[config.mk]
export PLATFORM = sky130hd
export DESIGN_NAME = bwcr_top
export DESIGN_NICKNAME = d
export VERILOG_FILES = /design/src/pkg/bwcr_pkg.sv /design/src/core/bwcr_top.sv
export SDC_FILE = /design/constraint.sdc
export NUM_CORES = 1
export LEC_CHECK = 0
export ABC_AREA = 1
export BUFFER_PORTS_ARGS = -buffer_cell sky130_fd_sc_hd__buf_2
export CORE_MARGIN = 2
export CORE_UTILIZATION = 50
export DETAILED_ROUTE_END_ITERATION = 8
export PLACE_DENSITY = 0.67
export REMOVE_ABC_BUFFERS = 1
export SLEW_MARGIN = 20
export SYNTH_ARGS = -nofsm -noshare
export SYNTH_HDL_FRONTEND = slang
export SYNTH_SLANG_ARGS = --single-unit
[constraint.sdc]
create_clock -name clk_sys -period 3.3 [get_ports clk_sys]
set_clock_uncertainty 0.15 [all_clocks]
set_input_delay 0.33 -clock clk_sys [delete_from_list [all_inputs] [get_ports clk_sys]]
set_output_delay 0.33 -clock clk_sys [all_outputs]
set_load 0.1 [all_outputs]
[src/pkg/bwcr_pkg.sv]
// shared constants, types and helpers of the bus and wake configuration bank
package bwcr_pkg;
  // ------------------------------------------------------------
  // spi frame layout
  // ------------------------------------------------------------
  localparam logic [4:0] FRAME_LEN = 5'h10;
  localparam logic [4:0] HEADER_LEN = 5'h08;
  localparam logic [4:0] CNT_MAX = 5'h11;
  localparam int RX_ADDR_LSB = 8;
  localparam int RX_RW_BIT = 15;
  // ------------------------------------------------------------
  // register map
  // ------------------------------------------------------------
  localparam int NUM_REGS = 5;
  localparam logic [6:0] WDOG_ADDR = 7'h03;
  localparam logic [6:0] TMC_ADDR = 7'h04;
  localparam logic [6:0] STPC_ADDR = 7'h05;
  localparam logic [6:0] IWC_ADDR = 7'h06;
  localparam logic [6:0] EWC_ADDR = 7'h07;
  localparam logic [2:0] WDOG_IDX = 3'h0;
  localparam logic [2:0] TMC_IDX = 3'h1;
  localparam logic [2:0] STPC_IDX = 3'h2;
  localparam logic [2:0] IWC_IDX = 3'h3;
  localparam logic [2:0] EWC_IDX = 3'h4;
  localparam logic [7:0] WDOG_RST = 8'h14;
  localparam logic [7:0] TMC_RST = 8'h20;
  localparam logic [7:0] STPC_RST = 8'h00;
  localparam logic [7:0] IWC_RST = 8'h00;
  localparam logic [7:0] EWC_RST = 8'h07;
  localparam logic [7:0] WDOG_WMASK = 8'hf7;
  localparam logic [7:0] TMC_WMASK = 8'hfb;
  localparam logic [7:0] STPC_WMASK = 8'h23;
  localparam logic [7:0] IWC_WMASK = 8'hc4;
  localparam logic [7:0] EWC_WMASK = 8'ha7;
  // fail-safe reload: keep mask selects bits left unchanged
  localparam logic [7:0] TMC_FS_KEEP = 8'he0;
  localparam logic [7:0] TMC_FS_VAL = 8'h09;
  localparam logic [7:0] STPC_FS_KEEP = 8'h00;
  localparam logic [7:0] STPC_FS_VAL = 8'h01;
  localparam logic [7:0] EWC_FS_KEEP = 8'ha0;
  localparam logic [7:0] EWC_FS_VAL = 8'h07;
  // ------------------------------------------------------------
  // field positions
  // ------------------------------------------------------------
  localparam int WDOG_STOP_DIS_BIT = 6;
  localparam int TMC_FLASH_BIT = 7;
  localparam int TMC_LSM_BIT = 6;
  localparam int TMC_TXTO_BIT = 5;
  localparam int TMC_FIRST_LIN_MODE_LSB = 3;
  localparam int TMC_CAN_LSB = 0;
  localparam int STPC_PEAK_BIT = 5;
  localparam int STPC_SECOND_LIN_MODE_LSB = 0;
  localparam int IWC_TMRB_BIT = 7;
  localparam int IWC_TMRA_BIT = 6;
  localparam int IWC_STOP_DIS_BIT = 2;
  localparam int EWC_GLOBAL_BIT = 7;
  localparam int EWC_MEAS_BIT = 5;
  localparam int EWC_WKC_BIT = 2;
  localparam int EWC_WKB_BIT = 1;
  localparam int EWC_WKA_BIT = 0;
  // ------------------------------------------------------------
  // types
  // ------------------------------------------------------------
  typedef enum logic [1:0] {XCVR_OFF, XCVR_WAKE, XCVR_RX_ONLY, XCVR_NORMAL} bwcr_xcvr_e;
  typedef enum logic [2:0] {
    MODE_INIT, MODE_NORMAL, MODE_STOP, MODE_SLEEP, MODE_RESTART, MODE_FAILSAFE
  } bwcr_mode_e;
  typedef struct packed {
    logic csn_n;
    logic sclk;
    logic sdi;
  } bwcr_spi_in_s;
  typedef struct packed {
    logic sdo;
    logic sdo_oe;
  } bwcr_spi_out_s;
  typedef struct packed {
    logic lin_flash;
    logic low_slope_select;
    logic transmit_timeout_enable;
    bwcr_xcvr_e first_lin_mode;
    bwcr_xcvr_e second_lin_mode;
    bwcr_xcvr_e can_mode;
    logic can_wake_source;
    logic first_lin_wake_source;
    logic second_lin_wake_source;
    logic supply_peak_threshold;
    logic timer_a_wake_enable;
    logic timer_b_wake_enable;
    logic stop_watchdog_disable_lo;
    logic stop_watchdog_disable_hi;
    logic [7:0] watchdog_ctrl;
    logic interrupt_global;
    logic wake_measure_select;
    logic measurement_enable;
    logic wake_level_ab_ignore;
    logic wake_input_a_enable;
    logic wake_input_b_enable;
    logic wake_input_c_enable;
  } bwcr_cfg_s;
  // ------------------------------------------------------------
  // helpers
  // ------------------------------------------------------------
  function automatic logic [2:0] bwcr_index(input logic [6:0] addr);
    logic [6:0] diff;
    diff = addr - WDOG_ADDR;
    return diff[2:0];
  endfunction
  function automatic logic bwcr_mapped(input logic [6:0] addr);
    return (addr >= WDOG_ADDR) && (addr <= EWC_ADDR);
  endfunction
  function automatic logic [7:0] bwcr_wmask(input logic [2:0] idx);
    logic [7:0] m;
    m = 8'h00;
    unique case (idx)
      WDOG_IDX: m = WDOG_WMASK;
      TMC_IDX: m = TMC_WMASK;
      STPC_IDX: m = STPC_WMASK;
      IWC_IDX: m = IWC_WMASK;
      EWC_IDX: m = EWC_WMASK;
      default: m = 8'h00;
    endcase
    return m;
  endfunction
endpackage

[src/core/bwcr_top.sv]
// bus and wake configuration register bank behind the 16-bit spi
//
// Operation
// tmc bit 7 set bypasses lin slope control, clear keeps it active
// tmc bit 6 selects lin low-slope mode, clear selects normal
// tmc bit 5 enables lin transmit time-out
// tmc bits 4:3 give first lin mode: off, wake, rx only, normal
// tmc bits 1:0 give can mode: off, wake, rx only, normal
// lin option bits apply to both lin at chip select release
// fail-safe entry reloads the three wake registers, x bits kept
// reserved bits always read zero
// second register bit 5 selects high supply peak threshold
// peak threshold bit writable only in init or normal mode
// stop mode peak write ignored, no command error, no interrupt
// second register bits 1:0 give second lin mode
// internal wake bits 7 and 6 enable timer b and a wakes
// internal wake bit 2 disables watchdog in stop mode
// ext bit 7 clear: only wakes interrupt; set: all status interrupts
// measure select ignores wake input a and b enables
// measure active in normal mode, input a/b level status ignored
// ext bits 2,1,0 enable wake inputs c, b, a
// wake-capable transceiver code makes that transceiver a wake source
// watchdog register bit 6 disables watchdog in stop mode
// writes to reserved bits are dropped, other fields update
`timescale 1ns/1ps
module bwcr_top
  import bwcr_pkg::*;
(
  input wire logic clk_sys,
  input wire logic resetn,
  input wire bwcr_pkg::bwcr_spi_in_s spi_in,
  output bwcr_pkg::bwcr_spi_out_s spi_out,
  input wire bwcr_pkg::bwcr_mode_e sbc_mode,
  input wire logic fail_safe_entry,
  input wire logic wake_event,
  input wire logic status_event,
  input wire logic spi_fail_clear,
  output bwcr_pkg::bwcr_cfg_s cfg,
  output logic spi_fail,
  output logic int_request
);
  import bwcr_pkg::*;

  // ------------------------------------------------------------
  // reset release and pin synchronisers
  // ------------------------------------------------------------
  logic [1:0] rst_sync_ff;
  logic rst_n;
  logic [2:0] csn_ff;
  logic [2:0] sclk_ff;
  logic [1:0] sdi_ff;
  logic csn_fall;
  logic csn_rise;
  logic sclk_rise;
  logic sclk_fall;
  logic frame_on;

  always_ff @(posedge clk_sys or negedge resetn)
  begin
    if (!resetn)
      rst_sync_ff <= 2'h0;
    else
      rst_sync_ff <= {rst_sync_ff[0], 1'b1};
  end
  assign rst_n = rst_sync_ff[1];

  // second and third stages feed the edge detectors and the sclk-stable check of the read load, never the first stage
  always_ff @(posedge clk_sys or negedge rst_n)
  begin
    if (!rst_n)
    begin
      csn_ff <= 3'h7;
      sclk_ff <= 3'h0;
      sdi_ff <= 2'h0;
    end
    else
    begin
      csn_ff <= {csn_ff[1:0], spi_in.csn_n};
      sclk_ff <= {sclk_ff[1:0], spi_in.sclk};
      sdi_ff <= {sdi_ff[0], spi_in.sdi};
    end
  end

  assign frame_on = !csn_ff[1];
  assign csn_fall = !csn_ff[1] && csn_ff[2];
  assign csn_rise = csn_ff[1] && !csn_ff[2];
  assign sclk_rise = frame_on && sclk_ff[1] && !sclk_ff[2];
  assign sclk_fall = frame_on && !sclk_ff[1] && sclk_ff[2];

  // ------------------------------------------------------------
  // frame shifter, lsb first: addr[6:0], write flag, data[7:0]
  // ------------------------------------------------------------
  logic [4:0] bit_cnt_ff;
  logic [15:0] rx_ff;
  logic [7:0] tx_ff;
  logic sdo_ff;
  logic [7:0] regs_ff [NUM_REGS];
  logic spi_fail_ff;
  logic [6:0] hdr_addr;
  logic [7:0] rd_value;

  assign hdr_addr = rx_ff[RX_RW_BIT-1:RX_ADDR_LSB];
  assign rd_value = bwcr_mapped(hdr_addr) ? regs_ff[bwcr_index(hdr_addr)] : 8'h00;

  always_ff @(posedge clk_sys or negedge rst_n)
  begin
    if (!rst_n)
    begin
      bit_cnt_ff <= 5'h00;
      rx_ff <= 16'h0000;
    end
    else if (csn_fall)
    begin
      bit_cnt_ff <= 5'h00;
      rx_ff <= 16'h0000;
    end
    else if (sclk_fall)
    begin
      // saturate so an overlong frame stays distinguishable
      if (bit_cnt_ff != CNT_MAX)
        bit_cnt_ff <= bit_cnt_ff + 5'h01;
      rx_ff <= {sdi_ff[1], rx_ff[15:1]};
    end
  end

  // status byte first, then the addressed register as it was before the write
  always_ff @(posedge clk_sys or negedge rst_n)
  begin
    if (!rst_n)
    begin
      tx_ff <= 8'h00;
      sdo_ff <= 1'b0;
    end
    else if (csn_fall)
    begin
      tx_ff <= {7'h00, spi_fail_ff};
      sdo_ff <= 1'b0;
    end
    else if (sclk_rise)
    begin
      sdo_ff <= tx_ff[0];
      tx_ff <= {1'b0, tx_ff[7:1]};
    end
    else if (frame_on && bit_cnt_ff == HEADER_LEN && sclk_ff[1] == sclk_ff[2] && !sclk_ff[1])
      tx_ff <= rd_value;
  end

  assign spi_out.sdo = sdo_ff;
  assign spi_out.sdo_oe = frame_on;

  // ------------------------------------------------------------
  // commit at chip select release
  // ------------------------------------------------------------
  logic frame_ok;
  logic commit;
  logic [6:0] cmd_addr;
  logic [2:0] cmd_idx;
  logic [7:0] cmd_data;
  logic peak_locked;
  logic [7:0] wr_value;

  assign frame_ok = (bit_cnt_ff == FRAME_LEN);
  assign cmd_addr = rx_ff[6:0];
  assign cmd_idx = bwcr_index(cmd_addr);
  assign cmd_data = rx_ff[15:8];
  assign commit = csn_rise && frame_ok && rx_ff[7] && bwcr_mapped(cmd_addr);
  assign peak_locked = !(sbc_mode == MODE_INIT || sbc_mode == MODE_NORMAL);

  always_comb
  begin
    wr_value = cmd_data & bwcr_wmask(cmd_idx);
    if (cmd_idx == STPC_IDX && peak_locked)
      wr_value[STPC_PEAK_BIT] = regs_ff[STPC_IDX][STPC_PEAK_BIT];
  end

  always_ff @(posedge clk_sys or negedge rst_n)
  begin
    if (!rst_n)
    begin
      regs_ff[WDOG_IDX] <= WDOG_RST;
      regs_ff[TMC_IDX] <= TMC_RST;
      regs_ff[STPC_IDX] <= STPC_RST;
      regs_ff[IWC_IDX] <= IWC_RST;
      regs_ff[EWC_IDX] <= EWC_RST;
    end
    else
    begin
      if (commit)
        regs_ff[cmd_idx] <= wr_value;
      // reload wins over a write in the same cycle so the chip stays wakeable
      if (fail_safe_entry)
      begin
        regs_ff[TMC_IDX] <= (regs_ff[TMC_IDX] & TMC_FS_KEEP) | TMC_FS_VAL;
        regs_ff[STPC_IDX] <= (regs_ff[STPC_IDX] & STPC_FS_KEEP) | STPC_FS_VAL;
        regs_ff[EWC_IDX] <= (regs_ff[EWC_IDX] & EWC_FS_KEEP) | EWC_FS_VAL;
      end
    end
  end

  // bad length or unmapped address is a command error; the stop-mode peak
  // write is a legal frame and therefore never lands here
  always_ff @(posedge clk_sys or negedge rst_n)
  begin
    if (!rst_n)
      spi_fail_ff <= 1'b0;
    else if (csn_rise && (!frame_ok || !bwcr_mapped(cmd_addr)))
      spi_fail_ff <= 1'b1;
    else if (spi_fail_clear)
      spi_fail_ff <= 1'b0;
  end
  assign spi_fail = spi_fail_ff;

  // ------------------------------------------------------------
  // interrupt scope
  // ------------------------------------------------------------
  logic int_ff;

  always_ff @(posedge clk_sys or negedge rst_n)
  begin
    if (!rst_n)
      int_ff <= 1'b0;
    else
      int_ff <= wake_event || (status_event && regs_ff[EWC_IDX][EWC_GLOBAL_BIT]);
  end
  assign int_request = int_ff;

  // ------------------------------------------------------------
  // configuration outputs
  // ------------------------------------------------------------
  logic meas_sel;

  assign meas_sel = regs_ff[EWC_IDX][EWC_MEAS_BIT];

  always_comb
  begin
    cfg.lin_flash = regs_ff[TMC_IDX][TMC_FLASH_BIT];
    cfg.low_slope_select = regs_ff[TMC_IDX][TMC_LSM_BIT];
    cfg.transmit_timeout_enable = regs_ff[TMC_IDX][TMC_TXTO_BIT];
    cfg.first_lin_mode = bwcr_xcvr_e'(regs_ff[TMC_IDX][TMC_FIRST_LIN_MODE_LSB+:2]);
    cfg.can_mode = bwcr_xcvr_e'(regs_ff[TMC_IDX][TMC_CAN_LSB+:2]);
    cfg.second_lin_mode = bwcr_xcvr_e'(regs_ff[STPC_IDX][STPC_SECOND_LIN_MODE_LSB+:2]);
    cfg.can_wake_source = (cfg.can_mode == XCVR_WAKE);
    cfg.first_lin_wake_source = (cfg.first_lin_mode == XCVR_WAKE);
    cfg.second_lin_wake_source = (cfg.second_lin_mode == XCVR_WAKE);
    cfg.supply_peak_threshold = regs_ff[STPC_IDX][STPC_PEAK_BIT];
    cfg.timer_b_wake_enable = regs_ff[IWC_IDX][IWC_TMRB_BIT];
    cfg.timer_a_wake_enable = regs_ff[IWC_IDX][IWC_TMRA_BIT];
    cfg.stop_watchdog_disable_hi = regs_ff[IWC_IDX][IWC_STOP_DIS_BIT];
    cfg.stop_watchdog_disable_lo = regs_ff[WDOG_IDX][WDOG_STOP_DIS_BIT];
    cfg.watchdog_ctrl = regs_ff[WDOG_IDX];
    cfg.interrupt_global = regs_ff[EWC_IDX][EWC_GLOBAL_BIT];
    cfg.wake_measure_select = meas_sel;
    cfg.measurement_enable = meas_sel && (sbc_mode == MODE_NORMAL);
    cfg.wake_level_ab_ignore = meas_sel;
    cfg.wake_input_a_enable = regs_ff[EWC_IDX][EWC_WKA_BIT] && !meas_sel;
    cfg.wake_input_b_enable = regs_ff[EWC_IDX][EWC_WKB_BIT] && !meas_sel;
    cfg.wake_input_c_enable = regs_ff[EWC_IDX][EWC_WKC_BIT];
  end
endmodule

==> results.py <==
metrics = {
    "pwr": {
        "finalPower_mw": 2.13,
        "power.combinational.fraction": 0.107,
        "internal_power_mw": 1.54,
        "clock_power_share": 0.393,
        "power_density_nw_per_um2": 421,
        "ir_drop_mv": 0.244,
        "p_seq_frac": 0.500,
        "power.static_leakage_nw": 2.50,
        "power_switching_mw": 0.592,
        "netSwitchingFraction": 0.278,
    },
    "floorplan": {
        "design.portCount": 48,
        "floorplan.die.height_um": 100,
        "rows": 35,
        "core_area_um2": 9110,
        "die-area_um2": 10100,
        "die_x_um": 100,
        "initial_utilization": 0.510,
    },
    "cts": {
        "clk_transition_reported_paths_ps": 90,
        "ctsLongestPathBuffers": 2,
        "sink_count_of_the_clock_tree": 82,
        "tritoncts_clock_tree": "done",
        "cts_max_level": 3,
        "clock_insertion_delay_worst_skew_ps": 360,
        "cts_made_buffers": 9,
        "number_of_buffers_inserted_by_post_cts_setup_repair": 0,
        "cts_root_cell": "sky130_fd_sc_hd__clkbuf_8",
    },
    "critical_path": {
        "critPathMaxStageDelay_ps": 590,
        "r2r-start": "rx_ff[0]",
        "critical_path.endpoint_type": "register",
        "startpoint_type": "register",
        "path_cells": "clkinv_1, ha_1, inv_1, nand3_1, inv_2, nand3_1, nand3_1, nand2_1",
        "path_common_cell": "sky130_fd_sc_hd__nand3_1",
        "critical_path.slowest_cell": "sky130_fd_sc_hd__dfrtp_1",
        "worst-endpoint-arrival_ps": 2680,
        "ff2ff_setup_slack_ps": 710,
        "worst-path-max-fanout": 10,
        "worst_ep_required_time_ps": 3390,
        "regToRegEndpoint": "cfg[24]",
        "path_class": "register to register",
        "timing.reg2reg.worst_path_depth": 8,
    },
    "timing": {
        "report.final.setup_viol": 0,
        "post-route-period-util": 0.785,
        "unrepaired_setup_endpoints_after_global_routing": "no",
        "final-hold-violation-count": 0,
        "holdWs_ps": 13.6,
        "max_clock_freq_ghz": 0.386,
        "max-slew-margin-rel": 0.280,
        "timing_worst_slew_pin_value_ps": 1070,
        "timing_max_transition_violations_final": 0,
        "final.min_clock_period_ps": 2590,
    },
    "placement": {
        "placed_cell_area_um2": 4750,
        "cell_total_after_placement": 728,
        "place_congestion": 0.938,
        "dpl.hpwl_um": 8130,
        "buffer_ports.inserted": 47,
    },
    "yosys": {
        "ys_seq_area_frac": 0.444,
        "synth.ff_latch_count": 82,
        "synth_flop_cell": "sky130_fd_sc_hd__dfrtp_1",
        "yosysTopAreaCellShare": 0.393,
        "yosysUniqueCellTypes": 32,
        "synth.yosys.warnings": 0,
        "post_synth_inst_count": 614,
        "synthDominantAreaCellType": "sky130_fd_sc_hd__dfrtp_1",
        "ys_top_cells_by_area": "sky130_fd_sc_hd__dfrtp_1 39%, sky130_fd_sc_hd__nand2_1 14%, sky130_fd_sc_hd__nand3_1 9.4%, sky130_fd_sc_hd__dfstp_2 5.1%, sky130_fd_sc_hd__buf_4 5.0%",
        "avgSynthCellArea_um2": 7.57,
        "synth_enable_flop_cells": 0,
        "mappedNetlistArea_um2": 4650,
        "postSynth.asyncResetShare": 1.00,
    },
    "worst_hold_path": {
        "timing.hold.worst.class": "input pin to register",
        "hold_path_startpoint": "status_event",
        "end_of_the_worst_hold_path": "int_request",
        "min_delay_path_depth": 2,
    },
    "final_layout": {
        "post-route-cell-area_um2": 5060,
        "area_growth_from_synthesis_to_layout_pct": 8.91,
        "insertedDiodeCount": 0,
        "final_layout_size_suffix_gt1_frac": 0.161,
        "final_net_count": 656,
        "post_layout_instance_count_excluding_filler_cells": 751,
    },
    "route": {
        "drt_iter0_markers": 260,
        "drc_violations_left": 0,
        "via_per_inst": 5.39,
        "totalWireLength_um": 11300,
        "antenna_violating_nets_left": 0,
        "first_pass_iters": 4,
        "wl_cell_um": 15.1,
        "detailroute.via_count": 4050,
    },
    "global_routing": {
        "grt_max_degree": 81,
        "groute.usage.overall": 0.243,
        "first_global_vias": 3814,
        "overflow": 0,
        "number_of_antenna_violations_at_the_first_check_in_global_routing": 0,
        "grt_pass1_wl_um": 19000,
    },
    "run_status": {
        "run_status": "completed",
    },
    "job": {
        "drv_cap": 0,
    },
}
==> metal layers <==
metal | track usage | wire length [µm] | up-vias
met5 | 0 | 0 | -
met4 | 0.106 | 346 | 0
met3 | 0.0369 | 582 | 24
met2 | 0.388 | 5400 | 126
met1 | 0.328 | 4980 | 1903
li1 | - | - | 1997
==> power by group through the flow <==
stage / logic [mW] / clock network, mW / registers, mW
final: 0.228 / 0.836 / 1.07
after global routing: 0.251 / 0.889 / 1.07
after CTS: 0.215 / 0.848 / 1.08
after detailed placement: 0.209 / 0 / 1.10
after global placement: 0.202 / 0 / 1.10
after floorplan: 0.121 / 0 / 1.13
==> layout make-up <==
type | count | area, µm²
timing repair buffer | 57 | 345
fill | 879 | 4050
multi-input combinational | 415 | 2020
tap | 111 | 139
sequential | 82 | 2070
inverter | 70 | 263
clock buffer | 11 | 141
clock inverter | 5 | 85.1
==> flip-flops by register name, summed over array words and instances (netlist names) <==
signal,count
tx_ff,8
spi_fail,1
sclk_ff,3
rx_ff,16
regs_ff,16
rst_sync_ff,2
sdi_ff,2
bit_cnt_ff,5
int_request,1
cfg,24
sdo_ff,1
csn_ff,3
==> cells by family (layout without fill, tap and decap cells) <==
kind of cell    Yosys count  after routing  synth area share
compound gates           62             62            0.0686
flops                    82             82             0.444
fa+ha+maj                 9              9            0.0242
simple gates            341            341             0.335
buf+inv                 117            143             0.122
other cells               1              1          0.000807
xor+xnor                  2              2           0.00538
==> through the flow <==
stage                util  setup TNS, ps  setup WS [ps]
floorplan               -           -172           -172
global placement    0.521              0            824
detailed placement  0.521              0            772
CTS                 0.553              0            742
global route        0.556              0            505
finish              0.556              0            709
==> Yosys cell counts, types with 3 or more instances <==
master and instances:
sky130_fd_sc_hd__dfrtp_1 73, sky130_fd_sc_hd__o21ai_0 41, sky130_fd_sc_hd__buf_2 4, sky130_fd_sc_hd__nand3_1 87, sky130_fd_sc_hd__inv_2 6, sky130_fd_sc_hd__clkbuf_1 11
sky130_fd_sc_hd__nand4_1 21, sky130_fd_sc_hd__nor2_4 5, sky130_fd_sc_hd__buf_4 31, sky130_fd_sc_hd__dfstp_2 9, sky130_fd_sc_hd__nor3_1 5, sky130_fd_sc_hd__o21ai_1 3
sky130_fd_sc_hd__nor2_2 5, sky130_fd_sc_hd__nand2_1 168, sky130_fd_sc_hd__inv_1 62, sky130_fd_sc_hd__nor2_1 41, sky130_fd_sc_hd__a21oi_1 14, sky130_fd_sc_hd__ha_1 9
==> worst max path at each step <==
stage | startpoint | end | slack, ps | depth (start not counted)
floorplan | cfg[3] | cfg[4] | -170 | 2
global placement | rx_ff[0] | cfg[24] | 820 | 8
detailed placement | rx_ff[0] | cfg[24] | 770 | 8
CTS | rx_ff[0] | cfg[24] | 740 | 8
global route | rx_ff[0] | regs_ff[26] | 500 | 8
finish | rx_ff[0] | cfg[24] | 710 | 8
==> repair_timing <==
| item | CTS | global route |
|---|---|---|
| hold buffers | 6 | 0 |
| resized for setup | 0 | 0 |
| endpoints found under the hold margin | 7 | 0 |
==> critical path: cells and delay by family, from the launching register on <==
kind	cells	cell delay, ps
simple gates	4	560
flops	1	590
fa+ha+maj	1	460
buf+inv	3	710
==> cells in the final DEF (no fill, tap or decap), types with 6 or more instances in the layout <==
cell and count:
sky130_fd_sc_hd__inv_2 6, sky130_fd_sc_hd__ha_1 9, sky130_fd_sc_hd__dfstp_2 9, sky130_fd_sc_hd__o21ai_0 41
sky130_fd_sc_hd__a21oi_1 14, sky130_fd_sc_hd__clkbuf_8 10, sky130_fd_sc_hd__dfrtp_1 72, sky130_fd_sc_hd__buf_2 47
sky130_fd_sc_hd__inv_1 62, sky130_fd_sc_hd__nand2_1 168, sky130_fd_sc_hd__nand3_1 87, sky130_fd_sc_hd__dlygate4sd3_1 6
sky130_fd_sc_hd__nand4_1 21, sky130_fd_sc_hd__nor2_1 41
Power figures use the tool's default switching activity.
